==> src/rtl/tester_status_pkg.sv <==
// ****************************************************************************
// Register selection codes, bit positions, used-bit masks and reset values.
// ****************************************************************************
package tester_status_pkg;

    // Register width.
    localparam int unsigned DATA_W = 8;

    // Register selection codes on the query and write ports.
    typedef enum logic [3:0]
    {
        SEL_STATUS_BYTE = 4'h0,
        SEL_SRQ_MASK    = 4'h1,
        SEL_EVENT       = 4'h2,
        SEL_COND        = 4'h3,
        SEL_COND_MASK   = 4'h4,
        SEL_TRIP        = 4'h5,
        SEL_REJECT      = 4'h6,
        SEL_CONFIG      = 4'h7,
        SEL_MSG_ERR     = 4'h8
    } reg_sel_e;

    // Status summary byte bit positions.
    localparam int unsigned STB_RQS_BIT = 6;
    localparam int unsigned STB_ESB_BIT = 5;
    localparam int unsigned STB_DSB_BIT = 4;

    // Standard event bit positions.
    localparam int unsigned EVT_CMD_ERR_BIT = 5;
    localparam int unsigned EVT_EXE_ERR_BIT = 4;

    // Device condition bit positions, shared by the flags and their mask.
    localparam int unsigned COND_TRIP_BIT = 7;
    localparam int unsigned COND_STOP_BIT = 6;
    localparam int unsigned COND_FAIL_BIT = 5;
    localparam int unsigned COND_PASS_BIT = 4;
    localparam int unsigned COND_ARMED_BIT = 3;
    localparam int unsigned COND_CURRENT_BIT = 2;
    localparam int unsigned COND_BADCFG_BIT = 1;
    localparam int unsigned COND_READY_BIT = 0;

    // Safety trip bit positions.
    localparam int unsigned TRIP_AMP_BIT = 5;
    localparam int unsigned TRIP_EXTEN_BIT = 4;
    localparam int unsigned TRIP_CLAMP_BIT = 3;
    localparam int unsigned TRIP_OVERLOAD_BIT = 2;
    localparam int unsigned TRIP_HEAT_TIMER_BIT = 1;
    localparam int unsigned TRIP_HEAT_BIT = 0;

    // Judgment reject bit positions.
    localparam int unsigned REJ_UPPER_BIT = 2;
    localparam int unsigned REJ_LOWER_BIT = 1;

    // Bad configuration bit positions.
    localparam int unsigned CFG_RESIST_BIT = 3;
    localparam int unsigned CFG_POWER_BIT = 2;
    localparam int unsigned CFG_INVERTED_BIT = 1;
    localparam int unsigned CFG_VOLT_BIT = 0;

    // Message error bit positions.
    localparam int unsigned ERR_DISALLOWED_BIT = 3;
    localparam int unsigned ERR_RANGE_BIT = 2;
    localparam int unsigned ERR_DATA_BIT = 1;
    localparam int unsigned ERR_SYNTAX_BIT = 0;

    // Masks of the bits that exist in each register except the condition flags and their mask.
    localparam logic [7:0] STB_USED = 8'h70;
    localparam logic [7:0] SRQ_MASK_USED = 8'h30;
    localparam logic [7:0] EVT_USED = 8'h30;
    localparam logic [7:0] TRIP_USED = 8'h3F;
    localparam logic [7:0] REJECT_USED = 8'h06;
    localparam logic [7:0] CONFIG_USED = 8'h0F;
    localparam logic [7:0] MSG_ERR_USED = 8'h0F;

    // Reset value of every register.
    localparam logic [7:0] REG_RESET = 8'h00;

endpackage

==> src/rtl/tester_status_reporting.sv <==
// Notes on behaviour
// - Service request shows in status bit 6; a serial poll clears it.
// - Status query bit 6 is the OR of status bits gated by their enable.
// - Status bit 5 is set whenever any standard event bit is set.
// - Status bit 4 is set whenever any device condition bit is set.
// - Event bit 5 sets on syntax, data or out-of-range message errors.
// - Event bit 4 sets on a disallowed message during test or trip.
// - Condition flags and mask share one layout: trip, stop, fail, pass, armed, current, bad config, ready.
// - Condition bit 3 sets while contact check armed, standby and current flows.
// - Condition bit 2 sets while test current flows.
// - Condition bit 1 sets while any bad configuration is shown.
// - Trip bit 5 sets when output current deviates over ten percent.
// - Trip bit 4 sets when the external enable input changes state.
// - Trip bit 3 sets when output voltage is clamped at its limit.
// - Trip bits 2, 1, 0 flag overload, heat timer and temperature.
// - Reject bit 2 sets on failure above the upper reference.
// - Reject bit 1 sets on failure against the lower reference.
// - Config bit 3 sets when settings exceed the resistance range.
// - Config bit 2 sets when settings exceed the power limit.
// - Config bit 1 sets when lower limit lies above upper reference.
// - Config bit 0 sets when the implied test voltage is too high.
// - Error bit 3 sets on a message not allowed in the present state.
// - Error bits 2, 1, 0 flag out-of-range, data and header errors.
// - Event register query returns its value, then clears it.
// - Clear-status clears the status byte and all flag registers together.
`timescale 1ns/1ps
`default_nettype none

module tester_status_reporting
    import tester_status_pkg::*;
(
    // Clock and reset.
    input wire logic clk,
    input wire logic rst_n,
    // Host query, serial poll, clear and mask write strobes.
    input wire logic query_valid,
    input wire logic [3:0] query_sel,
    input wire logic poll_valid,
    input wire logic clear_status,
    input wire logic wr_valid,
    input wire logic [3:0] wr_sel,
    input wire logic [7:0] wr_data,
    // Message parser events, one-cycle pulses.
    input wire logic syntax_err_evt,
    input wire logic data_err_evt,
    input wire logic range_err_evt,
    input wire logic disallowed_msg_evt,
    // Test state levels.
    input wire logic safety_trip_state,
    input wire logic test_stopped,
    input wire logic fail_judged,
    input wire logic pass_judged,
    input wire logic contact_check_on,
    input wire logic contact_standby,
    input wire logic test_current_on,
    input wire logic ready_state,
    // Protection conditions.
    input wire logic amp_deviation,
    input wire logic ext_enable,
    input wire logic voltage_clamp,
    input wire logic overload_trip,
    input wire logic heat_timer_trip,
    input wire logic heat_trip,
    // Judgment results.
    input wire logic upper_fail,
    input wire logic lower_fail,
    // Configuration checks.
    input wire logic resistance_range_exceeded,
    input wire logic power_limit_exceeded,
    input wire logic limits_inverted,
    input wire logic voltage_setting_exceeded,
    // Answers to the host.
    output logic [7:0] rd_data,
    output logic rd_valid,
    output logic service_request
);

    // ************************************************************************
    // Storage.
    // ************************************************************************

    logic [7:0] srq_mask_r;
    logic [7:0] event_r;
    logic [7:0] cond_r;
    logic [7:0] cond_mask_r;
    logic [7:0] trip_r;
    logic [7:0] reject_r;
    logic [7:0] config_r;
    logic [7:0] msg_err_r;
    logic rqs_r;
    logic mss_prev_r;
    logic ext_enable_prev_r;
    logic primed_r;
    logic [7:0] rd_data_r;
    logic rd_valid_r;

    // ************************************************************************
    // Set vectors from the internal conditions.
    // ************************************************************************

    logic any_cmd_err;
    logic exe_err;
    logic bad_config_state;
    logic ext_enable_changed;
    logic [7:0] event_set;
    logic [7:0] cond_set;
    logic [7:0] trip_set;
    logic [7:0] reject_set;
    logic [7:0] config_set;
    logic [7:0] msg_err_set;

    // Command and execution errors feed the standard event flags.
    assign any_cmd_err = syntax_err_evt | data_err_evt | range_err_evt;
    assign exe_err = disallowed_msg_evt & (test_current_on | safety_trip_state);
    assign event_set = ({7'h00, any_cmd_err} << EVT_CMD_ERR_BIT)
                     | ({7'h00, exe_err} << EVT_EXE_ERR_BIT);

    // Any bad configuration shown on the display raises condition bit 1.
    assign bad_config_state = resistance_range_exceeded | power_limit_exceeded
                            | limits_inverted | voltage_setting_exceeded;

    // Device condition flags, one bit per documented state.
    assign cond_set = {safety_trip_state, test_stopped, fail_judged, pass_judged,
                       contact_check_on & contact_standby & test_current_on,
                       test_current_on,
                       bad_config_state, ready_state};

    // The enable input change is only seen once a previous sample exists.
    assign ext_enable_changed = primed_r & (ext_enable ^ ext_enable_prev_r);

    // Protection flags; bits 7 and 6 stay zero.
    assign trip_set = {2'b00,
                       amp_deviation,
                       ext_enable_changed,
                       voltage_clamp,
                       overload_trip, heat_timer_trip, heat_trip};

    // Judgment reject flags.
    assign reject_set = {5'h00, upper_fail, lower_fail, 1'b0};

    // Bad configuration flags.
    assign config_set = {4'h0,
                         resistance_range_exceeded,
                         power_limit_exceeded,
                         limits_inverted,
                         voltage_setting_exceeded};

    // Message error flags.
    assign msg_err_set = {4'h0, disallowed_msg_evt,
                          range_err_evt, data_err_evt, syntax_err_evt};

    // ************************************************************************
    // Clear and write decode.
    // ************************************************************************

    logic poll_take;
    logic query_take;
    logic event_read_clr;
    logic srq_mask_wr;
    logic cond_mask_wr;

    // A serial poll wins over a query offered in the same cycle.
    assign poll_take = poll_valid;
    assign query_take = query_valid & ~poll_valid;
    assign event_read_clr = query_take & (query_sel == SEL_EVENT);
    assign srq_mask_wr = wr_valid & (wr_sel == SEL_SRQ_MASK);
    assign cond_mask_wr = wr_valid & (wr_sel == SEL_COND_MASK);

    // ************************************************************************
    // Next values of the sticky flags; a set always beats a clear.
    // ************************************************************************

    logic [7:0] event_nxt;
    logic [7:0] cond_nxt;
    logic [7:0] trip_nxt;
    logic [7:0] reject_nxt;
    logic [7:0] config_nxt;
    logic [7:0] msg_err_nxt;

    // Clear-status empties every flag register at once.
    assign event_nxt = (((clear_status | event_read_clr) ? REG_RESET : event_r)
                       | event_set) & EVT_USED;
    assign cond_nxt = (clear_status ? REG_RESET : cond_r) | cond_set;
    assign trip_nxt = ((clear_status ? REG_RESET : trip_r) | trip_set) & TRIP_USED;
    assign reject_nxt = ((clear_status ? REG_RESET : reject_r) | reject_set) & REJECT_USED;
    assign config_nxt = ((clear_status ? REG_RESET : config_r) | config_set) & CONFIG_USED;
    assign msg_err_nxt = ((clear_status ? REG_RESET : msg_err_r) | msg_err_set) & MSG_ERR_USED;

    // ************************************************************************
    // Status summary byte.
    // ************************************************************************

    logic esb;
    logic dsb;
    logic [7:0] stb_low;
    logic mss;
    logic mss_rise;
    logic rqs_nxt;

    // Summary bits follow the flag registers.
    assign esb = |event_r;
    assign dsb = |cond_r;
    assign stb_low = ({7'h00, esb} << STB_ESB_BIT) | ({7'h00, dsb} << STB_DSB_BIT);

    // Master summary: status bits gated by their enable, unused bits excluded.
    assign mss = |(stb_low & srq_mask_r & SRQ_MASK_USED);
    assign mss_rise = mss & ~mss_prev_r;

    // Request is raised on a new summary; poll or clear-status drops it.
    assign rqs_nxt = mss_rise | (rqs_r & ~poll_take & ~clear_status);

    // ************************************************************************
    // Read data selection.
    // ************************************************************************

    logic [7:0] stb_query;
    logic [7:0] stb_poll;
    logic [7:0] query_data;
    logic [7:0] rd_data_nxt;

    // Query shows the live summary, poll shows the latched request.
    assign stb_query = stb_low | ({7'h00, mss} << STB_RQS_BIT);
    assign stb_poll = stb_low | ({7'h00, rqs_r} << STB_RQS_BIT);

    // Register selected by the query; unknown codes read zero.
    assign query_data = (query_sel == SEL_STATUS_BYTE) ? stb_query
                      : (query_sel == SEL_SRQ_MASK) ? srq_mask_r
                      : (query_sel == SEL_EVENT) ? event_r
                      : (query_sel == SEL_COND) ? cond_r
                      : (query_sel == SEL_COND_MASK) ? cond_mask_r
                      : (query_sel == SEL_TRIP) ? trip_r
                      : (query_sel == SEL_REJECT) ? reject_r
                      : (query_sel == SEL_CONFIG) ? config_r
                      : (query_sel == SEL_MSG_ERR) ? msg_err_r
                      : REG_RESET;
    assign rd_data_nxt = poll_take ? stb_poll : (query_take ? query_data : rd_data_r);

    // ************************************************************************
    // Registers.
    // ************************************************************************

    // Host-written enable masks.
    always_ff @(posedge clk or negedge rst_n)
    begin
        if (!rst_n)
        begin
            srq_mask_r <= REG_RESET;
            cond_mask_r <= REG_RESET;
        end
        else
        begin
            if (srq_mask_wr)
                srq_mask_r <= wr_data & SRQ_MASK_USED;
            if (cond_mask_wr)
                cond_mask_r <= wr_data;
        end
    end

    // Sticky flag registers.
    always_ff @(posedge clk or negedge rst_n)
    begin
        if (!rst_n)
        begin
            event_r <= REG_RESET;
            cond_r <= REG_RESET;
            trip_r <= REG_RESET;
            reject_r <= REG_RESET;
            config_r <= REG_RESET;
            msg_err_r <= REG_RESET;
        end
        else
        begin
            event_r <= event_nxt;
            cond_r <= cond_nxt;
            trip_r <= trip_nxt;
            reject_r <= reject_nxt;
            config_r <= config_nxt;
            msg_err_r <= msg_err_nxt;
        end
    end

    // Request latch and edge history.
    always_ff @(posedge clk or negedge rst_n)
    begin
        if (!rst_n)
        begin
            rqs_r <= 1'b0;
            mss_prev_r <= 1'b0;
            ext_enable_prev_r <= 1'b0;
            primed_r <= 1'b0;
        end
        else
        begin
            rqs_r <= rqs_nxt;
            mss_prev_r <= mss;
            ext_enable_prev_r <= ext_enable;
            primed_r <= 1'b1;
        end
    end

    // Answer to the host, one cycle after the strobe.
    always_ff @(posedge clk or negedge rst_n)
    begin
        if (!rst_n)
        begin
            rd_data_r <= REG_RESET;
            rd_valid_r <= 1'b0;
        end
        else
        begin
            rd_data_r <= rd_data_nxt;
            rd_valid_r <= poll_take | query_take;
        end
    end

    // Outputs come straight from flip-flops.
    assign rd_data = rd_data_r;
    assign rd_valid = rd_valid_r;
    assign service_request = rqs_r;

    // ************************************************************************
    // Assertions.
    // ************************************************************************

    // A poll without a new summary edge leaves no request behind.
    property p_poll_clears;
        @(posedge clk) disable iff (!rst_n)
        poll_valid && !mss_rise |=> !service_request && rd_valid;
    endproperty
    a_poll_clears: assert property (p_poll_clears)
        else $error("Service request survived a serial poll.");

    // Status query bit 6 carries the gated summary of the sampled cycle.
    property p_query_mss;
        @(posedge clk) disable iff (!rst_n)
        query_valid && !poll_valid && query_sel == SEL_STATUS_BYTE
        |=> rd_data[STB_RQS_BIT] == $past(mss) && rd_data[STB_ESB_BIT] == $past(|event_r);
    endproperty
    a_query_mss: assert property (p_query_mss)
        else $error("Status query summary bits are wrong.");

    // A syntax error reaches event bit 5 and a status summary bit 5.
    property p_cmd_err;
        @(posedge clk) disable iff (!rst_n)
        syntax_err_evt
        |=> event_r[EVT_CMD_ERR_BIT] ##1 (esb || $past(event_read_clr || clear_status));
    endproperty
    a_cmd_err: assert property (p_cmd_err)
        else $error("Command error not recorded.");

    // A disallowed message during a test sets the execution error.
    property p_exe_err;
        @(posedge clk) disable iff (!rst_n)
        disallowed_msg_evt && test_current_on
        |=> event_r[EVT_EXE_ERR_BIT] && msg_err_r[ERR_DISALLOWED_BIT];
    endproperty
    a_exe_err: assert property (p_exe_err)
        else $error("Execution error not recorded.");

    // Test current is reflected in condition bit 2.
    property p_current_flag;
        @(posedge clk) disable iff (!rst_n)
        test_current_on |=> cond_r[COND_CURRENT_BIT];
    endproperty
    a_current_flag: assert property (p_current_flag)
        else $error("Test current flag missing.");

    // A change on the enable input raises the trip bit.
    property p_enable_change;
        @(posedge clk) disable iff (!rst_n)
        primed_r && $changed(ext_enable) |=> trip_r[TRIP_EXTEN_BIT];
    endproperty
    a_enable_change: assert property (p_enable_change)
        else $error("Enable input change not recorded.");

    // An event query returns the old value and leaves the register empty.
    property p_event_read_clear;
        @(posedge clk) disable iff (!rst_n)
        query_valid && !poll_valid && query_sel == SEL_EVENT && event_set == 8'h00
        |=> rd_data == $past(event_r) && event_r == 8'h00;
    endproperty
    a_event_read_clear: assert property (p_event_read_clear)
        else $error("Event register not cleared by its query.");

    // Clear-status with no new sets empties the event, condition and trip flags and drops the request.
    property p_clear_status;
        @(posedge clk) disable iff (!rst_n)
        clear_status && !mss_rise && event_set == 8'h00 && cond_set == 8'h00
        && trip_set == 8'h00
        |=> event_r == 8'h00 && cond_r == 8'h00 && trip_r == 8'h00 && !service_request;
    endproperty
    a_clear_status: assert property (p_clear_status)
        else $error("Clear-status left flags set.");

    // Unused status byte bits never read as one, nor do unused reject or message error bits.
    property p_unused_zero;
        @(posedge clk) disable iff (!rst_n)
        rd_valid && $past(poll_valid || (query_valid && query_sel == SEL_STATUS_BYTE))
        |-> (rd_data & ~STB_USED) == 8'h00 && (reject_r & ~REJECT_USED) == 8'h00
            && (msg_err_r & ~MSG_ERR_USED) == 8'h00;
    endproperty
    a_unused_zero: assert property (p_unused_zero)
        else $error("Unused bit read as one.");

endmodule

`default_nettype wire

==> config.mk <==
export PLATFORM = sky130hd
export DESIGN_NAME = tester_status_reporting
export DESIGN_NICKNAME = d
export VERILOG_FILES = /design/src/rtl/tester_status_pkg.sv /design/src/rtl/tester_status_reporting.sv
export SDC_FILE = /design/constraint.sdc
export NUM_CORES = 1
export LEC_CHECK = 0
export BUFFER_PORTS_ARGS = -buffer_cell sky130_fd_sc_hd__buf_2
export CORE_MARGIN = 2
export CORE_UTILIZATION = 40
export CTS_CLUSTER_SIZE = 20
export DETAILED_ROUTE_END_ITERATION = 8
export SETUP_SLACK_MARGIN = 0.2
export SYNTH_ARGS = -nofsm -noshare
export SYNTH_HDL_FRONTEND = slang
export SYNTH_SLANG_ARGS = --single-unit
==> constraint.sdc <==
create_clock -name clk -period 1.8 [get_ports clk]
set_clock_uncertainty 0.2 [all_clocks]
set_input_delay 0.09 -clock clk [delete_from_list [all_inputs] [get_ports clk]]
set_output_delay 0.09 -clock clk [all_outputs]
set_load 0.03 [all_outputs]
# == Word-level counts from Yosys, hierarchy flattened ==
# Cells that the tools add are included.
# W data, S select, Z words.
# word_totals
word_cells,81
regBits,49
# op_classes
bitwise_logic,35
muxes,17
eq_ne,10
reduce_logical,5
# ops
op,count
$mux W8,8
$eq A4 B3 Y1 const B,5
$mux W4,5
$mux W6,3
$or A6 B7 Y7,2
$or A6 B5 Y6,2
$or A6 B6 Y6,2
$and A1 B1 Y1,11
$or A1 B1 Y1,9
$eq A4 B1 Y1 const B,2
$eq A4 B2 Y1 const B,2
$or A4 B4 Y4,2
$or A8 B8 Y8,1
$reduce_or A8 Y1,1
$and A6 B6 Y6,1
$eq A4 B4 Y1 const B,1
$logic_not A4 Y1,1
$reduce_or A2 Y1,2
$mux W3,1
$not A1 Y1,3
$or A3 B3 Y3,1
$reduce_bool A2 Y1,1
$xor A1 B1 Y1,1

# == Depth between registers and ports, before layout ==
# depth
ltp_word,12
ltp_mapped,6

# == Least setup slack after synthesis ==
# No wires, ideal clock.
# synth_timing
kind,flip-flop to flip-flop
start,reg cond_r[0]
end,"reg rqs_r, in the netlist service_request"
path_buffers,0
slack_ns,0.367
setup_ns,0.122
path_stages_with_launch,5
arrival_time_ns,1.112
required_ns,1.478
path_cell_list,dfrtp_1 nor4_1 nand2_1 a22o_1 a32o_1
# synth_between
elab_chain_cells,6
# synth_rtl
item,line_no,source
from (decl),tester_status_reporting.sv:84,logic [7:0] cond_r;
from (signal assigned),tester_status_reporting.sv:274,cond_r <= cond_nxt;
$reduce_or A8 Y1,tester_status_reporting.sv:202,assign dsb = |cond_r;
$or A6 B5 Y6,tester_status_reporting.sv:203,"assign stb_low = ({7'h00, esb} << STB_ESB_BIT) | ({7'h00, dsb} << STB_DSB_BIT);"
$and A6 B6 Y6,tester_status_reporting.sv:206,assign mss = |(stb_low & srq_mask_r & SRQ_MASK_USED);
$reduce_or A2 Y1,tester_status_reporting.sv:206,
via mss,tester_status_reporting.sv:196,logic mss;
$and A1 B1 Y1,tester_status_reporting.sv:207,assign mss_rise = mss & ~mss_prev_r;
$or A1 B1 Y1,tester_status_reporting.sv:210,assign rqs_nxt = mss_rise | (rqs_r & ~poll_take & ~clear_status);
via rqs_nxt,tester_status_reporting.sv:198,logic rqs_nxt;
to (signal assigned),tester_status_reporting.sv:294,rqs_r <= rqs_nxt;
to (decl),tester_status_reporting.sv:90,logic rqs_r;
# The timed path passes the listed nets, and every way through them passes these cells.
# A chain may end at the register's enable or synchronous reset.

# == Worst setup path in the final report ==
# layout_timing
start,reg cond_r[1]
end,"reg rqs_r, in the netlist service_request"
# Same word-level chain as after synthesis.

==> flow_metrics.env <==
export IMPL_endpoint_kind="flip-flop"
export IMPL_r2r_start="cond_r[1]"
export IMPL_r2r_cells=4
export IMPL_worstPathArrival_ns=1.56
export IMPL_core_um2=5473
export IMPL_synth_largest_area_cell="dfrtp_1"
export IMPL_drt_iter0_drc=91
export IMPL_yosysMostFrequentCell="dfrtp_1"
export IMPL_synth_async_sr_flop_share_pct=100.0
export IMPL_rrSetupSlack_ns=0.23
export IMPL_synthCells=185
export IMPL_start_util_pct=40.92
export IMPL_crit_chain="nor4_2, nand2_1, a22o_1, a32o_1"
export IMPL_power_mw=2.516
export IMPL_clk_pin_slew_ns=0.10
export IMPL_synth_cell_types=49
export IMPL_avgSynthCellArea_um2=12.11
export IMPL_die_area_um2=6213
export IMPL_gp_congestion=0.8568
export IMPL_synth_top_area_share_pct=54.75
export IMPL_io_buffer_count=55
export IMPL_hold_violations=0
export IMPL_cp_slowest_cell="dfrtp_1"
export IMPL_tritoncts_num_buffers=5
export IMPL_post_route_period_util_pct=87.11
export IMPL_grt_pass1_wl_um=9073
export IMPL_min_from="query_valid"
export IMPL_fmax_mhz=637.8
export IMPL_wl_per_cell_um=15.42
export IMPL_drt_pass1_iterations=5
export IMPL_via_count=1885
export IMPL_fin_nets=340
export IMPL_startpoint_type="flip-flop"
export IMPL_drv_slew=0
export IMPL_period_needed_ns=1.568
export IMPL_cp_required_ns=1.79
export IMPL_die_x_um=78.83
export IMPL_whs_ns=0.03432
export IMPL_setup_viol=0
export IMPL_antenna_left=0
export IMPL_ys_seq_area_share_pct=54.75
export IMPL_min_to="rd_data[5]"
export IMPL_via_per_inst=5.136
export IMPL_cts_sinks=49
export IMPL_status="finished clean"
export IMPL_ys_warnings_count=0
export IMPL_htree_levels=2
export IMPL_synth_edf_count=0
export IMPL_grt_pass1_vias=1910
export IMPL_fp_dieH_um=78.83
export IMPL_drc_errors=0
export IMPL_cap_violations=0
export IMPL_slowest_delay_ns=0.40
export IMPL_cts_max_path_buffers=2
export IMPL_fin_tns_setup_ns=0
export IMPL_worstPathMaxFanout=3
export IMPL_antenna_cells=0
export IMPL_synthesis_area_um2=2240
export IMPL_p_per_area_nw_per_um2=786.9
export IMPL_std_cell_rows=27
export IMPL_min_path_cells=4
export IMPL_clkLatencyLatePin_ns=0.31
export IMPL_io_pins=56
export IMPL_grt_max_degree=50
export IMPL_synth_area_leaders="dfrtp_1 (55%), a21o_1 (7.7%), mux2_2 (5.0%), mux2i_1 (2.7%), o21ai_0 (2.0%)"
export IMPL_irDropWorstVdd_uv=594.9
export IMPL_ys_seq_elements=49
export IMPL_worst_setup_path_type="flip-flop to flip-flop"
export IMPL_postLayoutSetupSlackWorst_ns=0.2320
export IMPL_area_growth_pct=42.74
export IMPL_track_usage_pct=18.86
export IMPL_timing_rr_end="service_request"
export IMPL_synth_ff_type="dfrtp_1"
export IMPL_cts_tree="built"
export IMPL_syn_nets=231
export IMPL_synth_common_cells="dfrtp_1 (49), a21o_1 (23), mux2_2 (10), o21ai_0 (9), nand2_1 (8)"
export IMPL_rsz0062_at_grt="yes"
export IMPL_p_leak_nw=1.498
export IMPL_worstSetupStartpoint="cond_r[1]"
export IMPL_place_ws_ns=0.2036
export IMPL_antenna_found_initial=0
export IMPL_dp_hpwl_um=3818
export IMPL_hold_path_class="primary input to flip-flop"
export IMPL_routed_wl_um=5660
export IMPL_drive_gt1_share_pct=33.22
export IMPL_fillers=466
export IMPL_grt_overflow=0
export IMPL_cts_root_buf="clkbuf_8"
==> stage by stage <==
step,instance area (um^2),cells,util (%)
global placement,2634,313,48.13
CTS,3161,363,57.75
detailed placement,2634,313,48.13
finish,3197,367,58.41
global route,3197,367,58.41
floorplan,2240,185,-
==> timing repair <==
action | 4_1_cts | 5_1_grt
endpoints found under the hold margin | 89 | 0
hold buffers | 42 | 0
setup buffers | 0 | 4
resized for setup | 1 | 1
setup endpoints to repair | 1 | 9
pin swaps | 0 | 2
==> layout by cell type, fill, tap and decap left out, types with 2 or more instances in the layout <==
master	Yosys	final
dlygate4sd3_1	0	42
dfrtp_1	49	49
a32oi_1	3	3
o22ai_1	4	4
a31oi_1	5	5
nand3b_1	2	2
buf_12	0	2
buf_2	0	55
a221oi_1	2	2
o21ai_0	9	9
buf_4	1	9
mux2_2	10	10
nand2b_1	4	4
o21ai_1	7	7
nor4_2	0	2
inv_1	6	6
nor2b_1	2	2
nand2_1	8	8
a22o_1	2	2
a21o_1	23	23
clkbuf_8	0	6
nor2_1	4	4
mux2i_1	6	6
o211a_1	2	2
a32o_1	2	2
==> sequential cells by signal, summed over array words and instances (netlist names) <==
register	cells
trip_r	6
mss_prev_r	1
srq_mask_r	2
cond_mask_r	8
ext_enable_prev_r	1
msg_err_r	4
rd_valid	1
reject_r	2
config_r	4
service_request	1
event_r	2
rd_data	8
primed_r	1
cond_r	8
==> layer usage <==
metal | vias up | share of wire [%] | global-route usage (%)
li1 | 911 | - | -
met1 | 916 | 46 | 25.24
met2 | 51 | 48 | 31.28
met3 | 7 | 5.0 | 4.886
met4 | 0 | 0.97 | 3.793
met5 | - | 0 | 0
==> how the worst max path moves through the flow <==
stage,to,slack [ns],cells after the start
after global placement,service_request,0.23,4
after floorplan,service_request,0.37,4
final,service_request,0.23,4
after detailed placement,service_request,0.20,4
after global routing,service_request,0.14,4
after CTS,service_request,0.22,4
==> kinds of logic after synthesis <==
kind of cell	Yosys count	synth area share, %
buf+inv	13	3.352
xor+xnor	1	0.3911
other cells	1	0.1674
mux	16	7.710
compound gates	69	23.07
simple gates	36	10.56
flops	49	54.75
==> cell type report <==
type	count	area, um^2	share of cell area (%)
flip-flops and latches	49	1226	38.36
multi-input cells	123	950.9	29.75
repair buffers	108	803.3	25.13
well taps	72	90.09	2.818
clock buffers	6	82.58	2.583
inverters	7	26.28	0.8219
clock inverters	2	17.52	0.5479
==> worst max-delay path: cells and delay by family, from the launching register on <==
| kind | cells | cell delay (ns) |
|---|---|---|
| AND/OR/NAND/NOR | 2 | 0.40 |
| flip-flops | 1 | 0.40 |
| AO/OA/AOI/OAI | 2 | 0.45 |
==> power breakdown <==
part | switching [mW] | leakage (nW) | internal (mW)
logic | 0.236 | 0.883 | 0.264
clock network | 0.395 | 0.0518 | 0.320
registers | 0.0778 | 0.564 | 1.22
total | 0.709 | 1.50 | 1.81
Note: power is estimated with default switching activity, not from simulation.
